$ cat config.mk
export PLATFORM = sky130hd
export DESIGN_NAME = hws_sequencer
export DESIGN_NICKNAME = d
export VERILOG_FILES = /design/src/hws_tick.sv /design/src/hws_sequencer.sv
export SDC_FILE = /design/constraint.sdc
export NUM_CORES = 2
export LEC_CHECK = 0
export BUFFER_PORTS_ARGS = -buffer_cell sky130_fd_sc_hd__buf_2
export CAP_MARGIN = 20
export CORE_ASPECT_RATIO = 0.9
export CORE_UTILIZATION = 30
export CTS_BUF_LIST = sky130_fd_sc_hd__clkbuf_4
export DETAILED_ROUTE_END_ITERATION = 10
export PLACE_DENSITY = 0.51
export REMOVE_ABC_BUFFERS = 1
export SLEW_MARGIN = 10
export SYNTH_ARGS = -nofsm -noshare
export SYNTH_HDL_FRONTEND = slang
export SYNTH_SLANG_ARGS = --single-unit
export TNS_END_PERCENT = 20
$ cat constraint.sdc
create_clock -name core_clk -period 8.5 [get_ports core_clk]
set_input_delay 2.55 -clock core_clk [delete_from_list [all_inputs] [get_ports core_clk]]
set_output_delay 2.55 -clock core_clk [all_outputs]
set_load 0.005 [all_outputs]
$ cat src/hws_tick.sv
// holds the shared constants package of the waveform hop sequencer and its half-millisecond tick divider
// assumes one free-running core clock and an asynchronous active-low reset
`timescale 1ns/1ps
`default_nettype none

package hws_pkg;
  // ---------------------------------------------------------------
  // clock and time base
  // ---------------------------------------------------------------
  localparam int unsigned CLK_PERIOD_NS  = 25;
  localparam int unsigned HALF_MS_NS     = 500_000;
  localparam int unsigned HALF_MS_CYC    = HALF_MS_NS / CLK_PERIOD_NS;
  // ---------------------------------------------------------------
  // step table
  // ---------------------------------------------------------------
  localparam int unsigned NUM_STEPS      = 16;
  localparam int unsigned IDX_W          = 4;
  localparam int unsigned DUR_W          = 16;
  localparam int unsigned CNT_W          = 17;
  localparam logic [15:0] DUR_MANUAL     = 16'h0000;
  localparam logic [15:0] DUR_EXTERNAL   = 16'h0001;
  localparam logic [15:0] DUR_MIN_MS     = 16'h0002;
  localparam logic [15:0] DUR_MAX_MS     = 16'hFDE8;
  localparam logic [15:0] DUR_DEFAULT_MS = 16'h03E8;
  localparam logic [15:0] DISP_MIN_MS    = 16'h01F4;
  localparam logic [3:0]  LAST_DEFAULT   = 4'h1;
  // ---------------------------------------------------------------
  // set-up word layout: freq | shape | filter | atten | ampl | offset
  // ---------------------------------------------------------------
  localparam int unsigned OFS_LSB        = 0;
  localparam int unsigned OFS_W          = 12;
  localparam int unsigned AMP_LSB        = 12;
  localparam int unsigned AMP_W          = 12;
  localparam int unsigned ATT_LSB        = 24;
  localparam int unsigned ATT_W          = 2;
  localparam int unsigned FILT_BIT       = 26;
  localparam int unsigned SHAPE_LSB      = 27;
  localparam int unsigned SHAPE_W        = 3;
  localparam int unsigned FREQ_LSB       = 30;
  localparam int unsigned FREQ_W         = 32;
  localparam int unsigned SETUP_W        = 62;
  localparam logic [61:0] SETUP_DEFAULT  = 62'h0000_0000_0000_0000;
  // ---------------------------------------------------------------
  // settle and hold times, in half-millisecond ticks
  // ---------------------------------------------------------------
  localparam logic [16:0] TRIG_DLY_HT    = 17'h0_0002;
  localparam logic [16:0] SET_FREQ_HT    = 17'h0_0001;
  localparam logic [16:0] SET_SHAPE_HT   = 17'h0_0006;
  localparam logic [16:0] SET_FILT_HT    = 17'h0_000A;
  localparam logic [16:0] SET_AMP_HT     = 17'h0_0014;
  localparam logic [16:0] SET_ATT_HT     = 17'h0_005A;
  localparam logic [10:0] ESC_HOLD_HT    = 11'h7D0;

  typedef enum logic [3:0] {
    HWS_STOP   = 4'b0001,
    HWS_TRIG   = 4'b0010,
    HWS_SETTLE = 4'b0100,
    HWS_DWELL  = 4'b1000
  } hws_fsm_t;
endpackage

module hws_tick #(
  parameter int unsigned DIV = hws_pkg::HALF_MS_CYC
) (
  // clock and reset
  input  wire logic core_clk,
  input  wire logic rstn,
  // one-cycle enable every DIV clocks
  output var  logic tick
);
  localparam int unsigned CW = (DIV > 1) ? $clog2(DIV) : 1;

  if (DIV < 2) begin : g_chk
    $error("hws_tick: DIV must be at least 2");
  end

  logic [CW-1:0] cnt;

  always_ff @(posedge core_clk or negedge rstn) begin
    if (!rstn) begin
      cnt  <= '0;
      tick <= 1'b0;
    end else if (cnt == CW'(DIV - 1)) begin
      cnt  <= '0;
      tick <= 1'b1;
    end else begin
      cnt  <= cnt + CW'(1);
      tick <= 1'b0;
    end
  end
endmodule

`default_nettype wire

$ cat src/hws_sequencer.sv
// waveform hop sequencer: sixteen-step table, step timing, marker pulse, run/stop, exit restore, power-down save
// assumes all inputs are synchronous to core_clk; key and command inputs other than escape_key are one-cycle pulses
//
// Operation
// - sixteen steps, each preset to default set-up
// - run from step 00 to last, then wrap
// - each step has own mode and duration
// - internal duration 2 ms to 65 s, 1 ms
// - duration 1 means external, 0 manual
// - external mode: one step per rising edge
// - manual mode: one step per key or command
// - marker low at entry, high once applied
// - external: marker falls about 1 ms later
// - marker rise 0.5 ms freq, 3 ms shape
// - amplitude/offset marker rise at 10 ms
// - attenuator change: output off 45 ms first
// - duration timed from marker rising edge
// - frequency-only change keeps phase continuous
// - run/stop toggles; editing blocked while running
// - exit stops and restores previous setting
// - display only manual or over 500 ms steps
// - escape held one second forces exit
// - table saved at power-down, survives defaults
`timescale 1ns/1ps
`default_nettype none

module hws_sequencer #(
  parameter int unsigned HALF_MS_CYC = hws_pkg::HALF_MS_CYC
) (
  // clock and reset
  input  wire logic                        core_clk,
  input  wire logic                        rstn,
  // front panel and remote control
  input  wire logic                        hop_enter,
  input  wire logic                        hop_exit,
  input  wire logic                        escape_key,
  input  wire logic                        run_toggle,
  input  wire logic                        manual_step_key,
  input  wire logic                        remote_step,
  input  wire logic                        external_step_input,
  // step editing and restore from non-volatile memory
  input  wire logic                        edit_we,
  input  wire logic [hws_pkg::IDX_W-1:0]   edit_idx,
  input  wire logic [hws_pkg::SETUP_W-1:0] edit_setup,
  input  wire logic [hws_pkg::DUR_W-1:0]   edit_dur,
  input  wire logic                        last_we,
  input  wire logic [hws_pkg::IDX_W-1:0]   last_data,
  // generator setting in force before hop
  input  wire logic [hws_pkg::SETUP_W-1:0] main_setup,
  // power-down save request
  input  wire logic                        pwr_down,
  // towards synthesis and output stages
  output var  logic [hws_pkg::SETUP_W-1:0] wave_setup,
  output var  logic                        wave_load,
  output var  logic                        phase_keep,
  output var  logic                        output_enable,
  output var  logic                        step_marker_output,
  // status
  output var  logic                        hop_active,
  output var  logic                        hop_running,
  output var  logic [hws_pkg::IDX_W-1:0]   step_idx,
  output var  logic                        disp_update,
  output var  logic [hws_pkg::IDX_W-1:0]   disp_idx,
  output var  logic                        edit_blocked,
  // non-volatile save stream
  output var  logic                        nv_valid,
  output var  logic [hws_pkg::IDX_W-1:0]   nv_idx,
  output var  logic [hws_pkg::SETUP_W-1:0] nv_setup,
  output var  logic [hws_pkg::DUR_W-1:0]   nv_dur,
  output var  logic [hws_pkg::IDX_W-1:0]   nv_last
);
  localparam int unsigned SW = hws_pkg::SETUP_W;
  localparam int unsigned IW = hws_pkg::IDX_W;
  localparam int unsigned DW = hws_pkg::DUR_W;
  localparam int unsigned CW = hws_pkg::CNT_W;

  if (HALF_MS_CYC < 2) begin : g_chk
    $error("hws_sequencer: HALF_MS_CYC must be at least 2");
  end

  // ---------------------------------------------------------------
  // state
  // ---------------------------------------------------------------
  typedef struct packed {
    logic [hws_pkg::NUM_STEPS-1:0][SW-1:0] tab_setup;
    logic [hws_pkg::NUM_STEPS-1:0][DW-1:0] tab_dur;
    logic [IW-1:0]    last;
    logic [SW-1:0]    saved;
    logic [SW-1:0]    applied;
    hws_pkg::hws_fsm_t fsm;
    logic             active;
    logic             run;
    logic [IW-1:0]    idx;
    logic [CW-1:0]    cnt;
    logic [CW-1:0]    tgt;
    logic [10:0]      esc_cnt;
    logic             ext_prev;
    logic             marker;
    logic             out_en;
    logic             wave_load;
    logic             phase_keep;
    logic [SW-1:0]    wave_setup;
    logic             disp_update;
    logic [IW-1:0]    disp_idx;
    logic             nv_busy;
    logic [IW-1:0]    nv_ptr;
    logic             nv_valid;
    logic [IW-1:0]    nv_idx;
    logic [SW-1:0]    nv_setup;
    logic [DW-1:0]    nv_dur;
  } hws_state_t;

  hws_state_t st;
  hws_state_t next_st;
  logic       tick;

  hws_tick #(
    .DIV (HALF_MS_CYC)
  ) u_tick (
    .core_clk (core_clk),
    .rstn     (rstn),
    .tick     (tick)
  );

  // ---------------------------------------------------------------
  // settle time of a change, in half-ms ticks
  // ---------------------------------------------------------------
  // the slowest applicable change wins; an attenuator switch keeps the
  // output off for its whole hold and the marker rises one tick after
  function automatic logic [CW-1:0] settle_ht(input logic [SW-1:0] old_s, input logic [SW-1:0] new_s);
    logic [CW-1:0] t;
    t = hws_pkg::SET_FREQ_HT;
    if (old_s[hws_pkg::SHAPE_LSB +: hws_pkg::SHAPE_W] != new_s[hws_pkg::SHAPE_LSB +: hws_pkg::SHAPE_W]) begin
      t = hws_pkg::SET_SHAPE_HT;
    end
    if (old_s[hws_pkg::FILT_BIT] != new_s[hws_pkg::FILT_BIT]) begin
      t = hws_pkg::SET_SHAPE_HT + hws_pkg::SET_FILT_HT;
    end
    if ((old_s[hws_pkg::AMP_LSB +: hws_pkg::AMP_W] != new_s[hws_pkg::AMP_LSB +: hws_pkg::AMP_W]) ||
        (old_s[hws_pkg::OFS_LSB +: hws_pkg::OFS_W] != new_s[hws_pkg::OFS_LSB +: hws_pkg::OFS_W])) begin
      if (t < hws_pkg::SET_AMP_HT) begin
        t = hws_pkg::SET_AMP_HT;
      end
    end
    if (old_s[hws_pkg::ATT_LSB +: hws_pkg::ATT_W] != new_s[hws_pkg::ATT_LSB +: hws_pkg::ATT_W]) begin
      t = hws_pkg::SET_ATT_HT + CW'(1);
    end
    return t;
  endfunction

  // ---------------------------------------------------------------
  // next state
  // ---------------------------------------------------------------
  always_comb begin
    logic          ext_rise;
    logic          step_evt;
    logic          forced;
    logic          enter;
    logic [IW-1:0] eidx;
    logic [IW-1:0] nidx;
    logic [DW-1:0] cur_dur;
    logic [CW-1:0] cnt_inc;
    logic [SW-1:0] new_s;
    logic [SW-1:0] diff;
    ext_rise = 1'b0;
    step_evt = 1'b0;
    forced   = 1'b0;
    enter    = 1'b0;
    eidx     = '0;
    nidx     = '0;
    cur_dur  = '0;
    cnt_inc  = '0;
    new_s    = '0;
    diff     = '0;

    next_st             = st;
    next_st.wave_load   = 1'b0;
    next_st.disp_update = 1'b0;
    next_st.nv_valid    = 1'b0;

    ext_rise         = external_step_input & ~st.ext_prev;
    next_st.ext_prev = external_step_input;
    step_evt         = manual_step_key | remote_step;
    nidx             = (st.idx == st.last) ? '0 : st.idx + IW'(1);
    cur_dur          = st.tab_dur[st.idx];
    cnt_inc          = st.cnt + CW'(1);

    // table edits only while stopped and not saving
    if (!st.run && !st.nv_busy) begin
      if (edit_we) begin
        next_st.tab_setup[edit_idx] = edit_setup;
        // durations above the longest internal time are held at it
        next_st.tab_dur[edit_idx] = (edit_dur > hws_pkg::DUR_MAX_MS) ? hws_pkg::DUR_MAX_MS : edit_dur;
      end
      if (last_we) begin
        next_st.last = last_data;
      end
    end

    // escape held: counted on the slow tick so it works even when steps are too short
    if (st.active && escape_key) begin
      if (tick && st.esc_cnt != hws_pkg::ESC_HOLD_HT) begin
        next_st.esc_cnt = st.esc_cnt + 11'd1;
      end
    end else begin
      next_st.esc_cnt = '0;
    end
    forced = st.active && (st.esc_cnt == hws_pkg::ESC_HOLD_HT);

    if (hop_enter && !st.active) begin
      next_st.saved  = main_setup;
      next_st.active = 1'b1;
    end else if (st.active && (hop_exit || forced)) begin
      next_st.active     = 1'b0;
      next_st.run        = 1'b0;
      next_st.fsm        = hws_pkg::HWS_STOP;
      next_st.marker     = 1'b1;
      next_st.out_en     = 1'b1;
      next_st.esc_cnt    = '0;
      next_st.wave_setup = st.saved;
      next_st.applied    = st.saved;
      next_st.wave_load  = 1'b1;
      next_st.phase_keep = 1'b0;
    end else if (st.active && run_toggle) begin
      if (st.run) begin
        next_st.run    = 1'b0;
        next_st.fsm    = hws_pkg::HWS_STOP;
        next_st.marker = 1'b1;
        next_st.out_en = 1'b1;
      end else begin
        enter = 1'b1;
        eidx  = '0;
      end
    end else if (st.run) begin
      unique case (st.fsm)
        hws_pkg::HWS_TRIG: begin
          if (tick) begin
            next_st.cnt = cnt_inc;
            if (cnt_inc == hws_pkg::TRIG_DLY_HT) begin
              enter = 1'b1;
              eidx  = nidx;
            end
          end
        end
        hws_pkg::HWS_SETTLE: begin
          if (tick) begin
            next_st.cnt = cnt_inc;
            if (cnt_inc == hws_pkg::SET_ATT_HT) begin
              next_st.out_en = 1'b1;
            end
            if (cnt_inc == st.tgt) begin
              next_st.marker = 1'b1;
              next_st.out_en = 1'b1;
              next_st.fsm    = hws_pkg::HWS_DWELL;
              next_st.cnt    = '0;
            end
          end
        end
        hws_pkg::HWS_DWELL: begin
          if (cur_dur == hws_pkg::DUR_MANUAL) begin
            if (step_evt) begin
              enter = 1'b1;
              eidx  = nidx;
            end
          end else if (cur_dur == hws_pkg::DUR_EXTERNAL) begin
            if (ext_rise) begin
              next_st.fsm = hws_pkg::HWS_TRIG;
              next_st.cnt = '0;
            end
          end else if (tick) begin
            next_st.cnt = cnt_inc;
            if (cnt_inc == {1'b0, cur_dur} + {1'b0, cur_dur}) begin
              enter = 1'b1;
              eidx  = nidx;
            end
          end
        end
        default: begin
          next_st.fsm = hws_pkg::HWS_STOP;
          next_st.run = 1'b0;
        end
      endcase
    end

    // step entry: load the set-up, drop the marker, start settle timing
    if (enter) begin
      new_s              = st.tab_setup[eidx];
      diff               = new_s ^ st.applied;
      next_st.run        = 1'b1;
      next_st.idx        = eidx;
      next_st.wave_setup = new_s;
      next_st.applied    = new_s;
      next_st.wave_load  = 1'b1;
      next_st.phase_keep = (diff[hws_pkg::FREQ_LSB +: hws_pkg::FREQ_W] != '0) &&
                           (diff[hws_pkg::FREQ_LSB-1:0] == '0);
      next_st.marker     = 1'b0;
      next_st.out_en     = (diff[hws_pkg::ATT_LSB +: hws_pkg::ATT_W] == '0);
      next_st.tgt        = settle_ht(st.applied, new_s);
      next_st.cnt        = '0;
      next_st.fsm        = hws_pkg::HWS_SETTLE;
      if ((st.tab_dur[eidx] == hws_pkg::DUR_MANUAL) || (st.tab_dur[eidx] > hws_pkg::DISP_MIN_MS)) begin
        next_st.disp_update = 1'b1;
        next_st.disp_idx    = eidx;
      end
    end

    // power-down: stream the whole table and last index to the save store
    if (pwr_down && !st.nv_busy) begin
      next_st.nv_busy = 1'b1;
      next_st.nv_ptr  = '0;
    end
    if (st.nv_busy) begin
      next_st.nv_valid = 1'b1;
      next_st.nv_idx   = st.nv_ptr;
      next_st.nv_setup = st.tab_setup[st.nv_ptr];
      next_st.nv_dur   = st.tab_dur[st.nv_ptr];
      next_st.nv_ptr   = st.nv_ptr + IW'(1);
      if (st.nv_ptr == IW'(hws_pkg::NUM_STEPS - 1)) begin
        next_st.nv_busy = 1'b0;
      end
    end
  end

  // ---------------------------------------------------------------
  // registers
  // ---------------------------------------------------------------
  // the table is only reset here; a defaults reload elsewhere never reaches it
  always_ff @(posedge core_clk or negedge rstn) begin
    if (!rstn) begin
      st           <= '0;
      st.tab_setup <= {hws_pkg::NUM_STEPS{hws_pkg::SETUP_DEFAULT}};
      st.tab_dur   <= {hws_pkg::NUM_STEPS{hws_pkg::DUR_DEFAULT_MS}};
      st.last      <= hws_pkg::LAST_DEFAULT;
      st.fsm       <= hws_pkg::HWS_STOP;
      st.marker    <= 1'b1;
      st.out_en    <= 1'b1;
    end else begin
      st <= next_st;
    end
  end

  // ---------------------------------------------------------------
  // outputs
  // ---------------------------------------------------------------
  assign wave_setup         = st.wave_setup;
  assign wave_load          = st.wave_load;
  assign phase_keep         = st.phase_keep;
  assign output_enable      = st.out_en;
  assign step_marker_output = st.marker;
  assign hop_active         = st.active;
  assign hop_running        = st.run;
  assign step_idx           = st.idx;
  assign disp_update        = st.disp_update;
  assign disp_idx           = st.disp_idx;
  assign edit_blocked       = st.run;
  assign nv_valid           = st.nv_valid;
  assign nv_idx             = st.nv_idx;
  assign nv_setup           = st.nv_setup;
  assign nv_dur             = st.nv_dur;
  assign nv_last            = st.last;
endmodule

`default_nettype wire

==> flow_metrics.env <==
export IMPL_status="complete, no violations"
export IMPL_syn_avg_cell_area_um2=10.08
export IMPL_die_area_um2=287800
export IMPL_fmax_ghz=0.1183
export IMPL_path_buf_inv=4
export IMPL_gr_total_overflow=0
export IMPL_synth_edf_count=0
export IMPL_tritoncts="done"
export IMPL_netlist_instances=8500
export IMPL_r2r_cells=19
export IMPL_cts_made_buffers=431
export IMPL_cts_sinks=1595
export IMPL_clockBufferDepth=4
export IMPL_slew_headroom_pct=17.10
export IMPL_clkTransAtPathRegs_ps=70
export IMPL_die_w_um=565.4
export IMPL_grt_max_degree=162
export IMPL_start_util_pct=30.28
export IMPL_place_congestion=0.9495
export IMPL_p_leak_nw=44.36
export IMPL_ant_nets=0
export IMPL_cp_depth=19
export IMPL_stdcell_area_um2=96830
export IMPL_synthTopCellsByArea="dfrtp_1 44%, mux4_2 12%, nand2_1 12%, mux2_2 8.8%, dfstp_2 3.1%"
export IMPL_area_growth_pct=12.98
export IMPL_fp_coreArea_um2=283100
export IMPL_crit_family="simple AND/OR/NAND/NOR gates"
export IMPL_rsz0062_at_grt="false"
export IMPL_wl_um=383400
export IMPL_yosys_warnings=0
export IMPL_maxCapViolCount=0
export IMPL_hp_class="reg -> reg"
export IMPL_synth_distinct_cells=87
export IMPL_postLayoutCoreUtil_pct=34.20
export IMPL_ctsResizeCount=0
export IMPL_hold_path_depth=1
export IMPL_hold_viol_final=0
export IMPL_netlist_area_leader_share_pct=43.65
export IMPL_vdd_ir_drop_max_uv=235.5
export IMPL_hold_buffers=0
export IMPL_p_int_w=0.01691
export IMPL_arrival_ps=9600
export IMPL_syn_area_um2=85710
export IMPL_yosysSeqAreaShare_pct=46.72
export IMPL_chipHeight_um=509.1
export IMPL_vias=73648
export IMPL_fin_skew_ps=172.1
export IMPL_crit_required_ps=9650
export IMPL_num_fill_cells=28682
export IMPL_core_rowCount=185
export IMPL_dpl_hpwl_um=241800
export IMPL_wire_per_inst_um=29.90
export IMPL_post_cts_buffers=0
export IMPL_io_buffers=324
export IMPL_final_nets=8903
export IMPL_tightest_slew_ps=1244
export IMPL_finalCritPeriodShare_pct=99.49
export IMPL_finalMaxSlewViolations=0
export IMPL_p_sw_w=0.009827
export IMPL_synth_area_leader_cell="dfrtp_1"
export IMPL_ys_ff_latch=1595
export IMPL_finalSetupTns_ps=0
export IMPL_worstSetupPathType="reg -> reg"
export IMPL_p_seq_share_pct=43.1
export IMPL_p_sw_share_pct=36.76
export IMPL_routed_via_density=5.744
export IMPL_grt_pass1_wl_um=545200
export IMPL_clk_latency_ps=1390
export IMPL_post_route_min_period_ps=8456
export IMPL_placed_cell_area_um2=91370
export IMPL_drtIter0Drc=9645
export IMPL_grt_pass1_vias=72479
export IMPL_slowest_delay_ps=1070
export IMPL_combPwrFrac_pct=30.4
export IMPL_worstPathMaxFanout=32
export IMPL_grt_antenna_before_repair=73
export IMPL_synthArstFlopShare_pct=100.0
export IMPL_cts_root_buf="clkbuf_4"
export IMPL_track_usage_pct=26.25
export IMPL_layout_drive_gt1_share_pct=28.91
export IMPL_crit_chain="buf_12, mux4_2, a22oi_1, nand2_1, or4_1, or4b_1, buf_4, o22a_1, a21oi_4, buf_12, a31oi_1, a21oi_1, nand4b_1, xnor2_1, nor4_1, and4_1, and3_1, buf_4, o31ai_1"
export IMPL_cp_start_kind="flip-flop"
export IMPL_power_share_clock_pct=26.5
export IMPL_power_density_nw_per_um2=276.1
export IMPL_slowest_stage="a21oi_4"
export IMPL_io_pins=325
export IMPL_firstDrtPassIters=8
export IMPL_endpoint_kind="flip-flop"
export IMPL_setup_viol=0
export IMPL_cts_max_level=5
export IMPL_drc_errors=0
export IMPL_synth_flop_cell="dfrtp_1"
-- synth_stat cells (15+ instances only) --
cell type and n:
o21a_1 44, nand4_1 25, buf_1 113, or3_1 34, nand2b_1 17, xor2_1 51, o21ai_0 358, buf_4 161
o211ai_1 22, mux2i_1 166, inv_1 40, dfrtp_1 1495, a31oi_1 62, nor2_1 387, nand3_1 185, a211oi_1 47
mux2_2 668, nand2_1 2668, mux4_2 458, or4_1 26, xnor2_1 54, a22oi_1 47, nor4_1 39, dfstp_2 100
o22ai_1 75, a21oi_1 181, o221ai_1 15, a221oi_1 15, buf_2 32, o22a_1 18, and3_1 59, clkbuf_1 503
nor3_1 79
-- metrics by stage --
stage	instances	worst slack, ps	hold slack (ps)	total power, W
2_1_floorplan	7685	-4865	432.9	0.01623
3_3_place_gp	12035	187.6	446.6	0.01944
3_5_place_dp	12039	108.3	456.5	0.01962
4_1_cts	12788	325.1	465.0	0.02675
5_1_grt	12807	57.91	485.0	0.02805
6_report	12822	43.68	460.3	0.02673
-- layer usage --
layer,wire [µm],GRT usage (%),vias to the layer above
li1,-,-,30338
met3,47880,8.743,1070
met4,18660,11.97,62
met5,401,0,-
met2,162400,37.97,4860
met1,154100,35.32,37318
-- final timing paths --
kind	startpoint	end	slack, ps
setup reg to reg	step_idx[0]	phase_keep	40
setup / recovery	step_idx[0]	phase_keep	40
min in group asynchronous	rstn	nv_setup[3]	1170
hold reg to reg	u_tick.cnt[0]	u_tick.cnt[0]	460
hold / removal	u_tick.cnt[0]	u_tick.cnt[0]	460
max in group asynchronous	rstn	st[402]	5430
-- sequential cells by signal, summed over array words and instances (netlist names), 4 cells and up --
| register | flops |
|---|---|
| nv_idx | 4 |
| step_idx | 4 |
| nv_last | 4 |
| u_tick.cnt | 15 |
| wave_setup | 62 |
| st | 1415 |
| nv_dur | 16 |
| nv_setup | 62 |
| disp_idx | 4 |
-- placed cells by master, fill, tap and decap left out, types with 100 or more instances in the layout --
cell type	n
mux2i_1	166
clkbuf_4	641
a21oi_1	176
nor2_1	375
nand3_1	179
o21ai_0	357
buf_2	325
dfstp_2	100
mux4_2	458
nand2_1	2652
dfrtp_1	1488
mux2_2	668
buf_4	256
-- power by group through the flow --
stage	clock network [W]	logic, W	registers, W
2_1_floorplan	0	0.00498	0.0112
3_3_place_gp	0	0.00796	0.0115
3_5_place_dp	0	0.00805	0.0116
4_1_cts	0.00722	0.00809	0.0114
5_1_grt	0.00762	0.00872	0.0117
6_report	0.00708	0.00813	0.0115
-- cell families after synthesis --
| logic type | after synthesis | share of synthesized area, % |
|---|---|---|
| DFF | 1595 | 46.72 |
| muxes | 1292 | 22.75 |
| and+or+nand+nor | 3593 | 17.07 |
| xor gates and xnor gates | 105 | 1.073 |
| adders and majority gates | 7 | 0.1022 |
| AOI/OAI and AO/OA | 1052 | 7.739 |
| buffers and inverters | 856 | 4.553 |
-- final cells by class --
cell class	count	area, µm²	share of cell area, %
sequential	1595	40060	41.38
antenna	30	75.07	0.07753
clock inverter	108	543.0	0.5608
clock buffer	641	4812	4.970
inverter	41	153.9	0.1589
tap	3740	4679	4.833
timing repair buffer	618	4264	4.404
multi-input combinational	6049	42240	43.62
No activity file was read; power rests on OpenSTA's default activity.
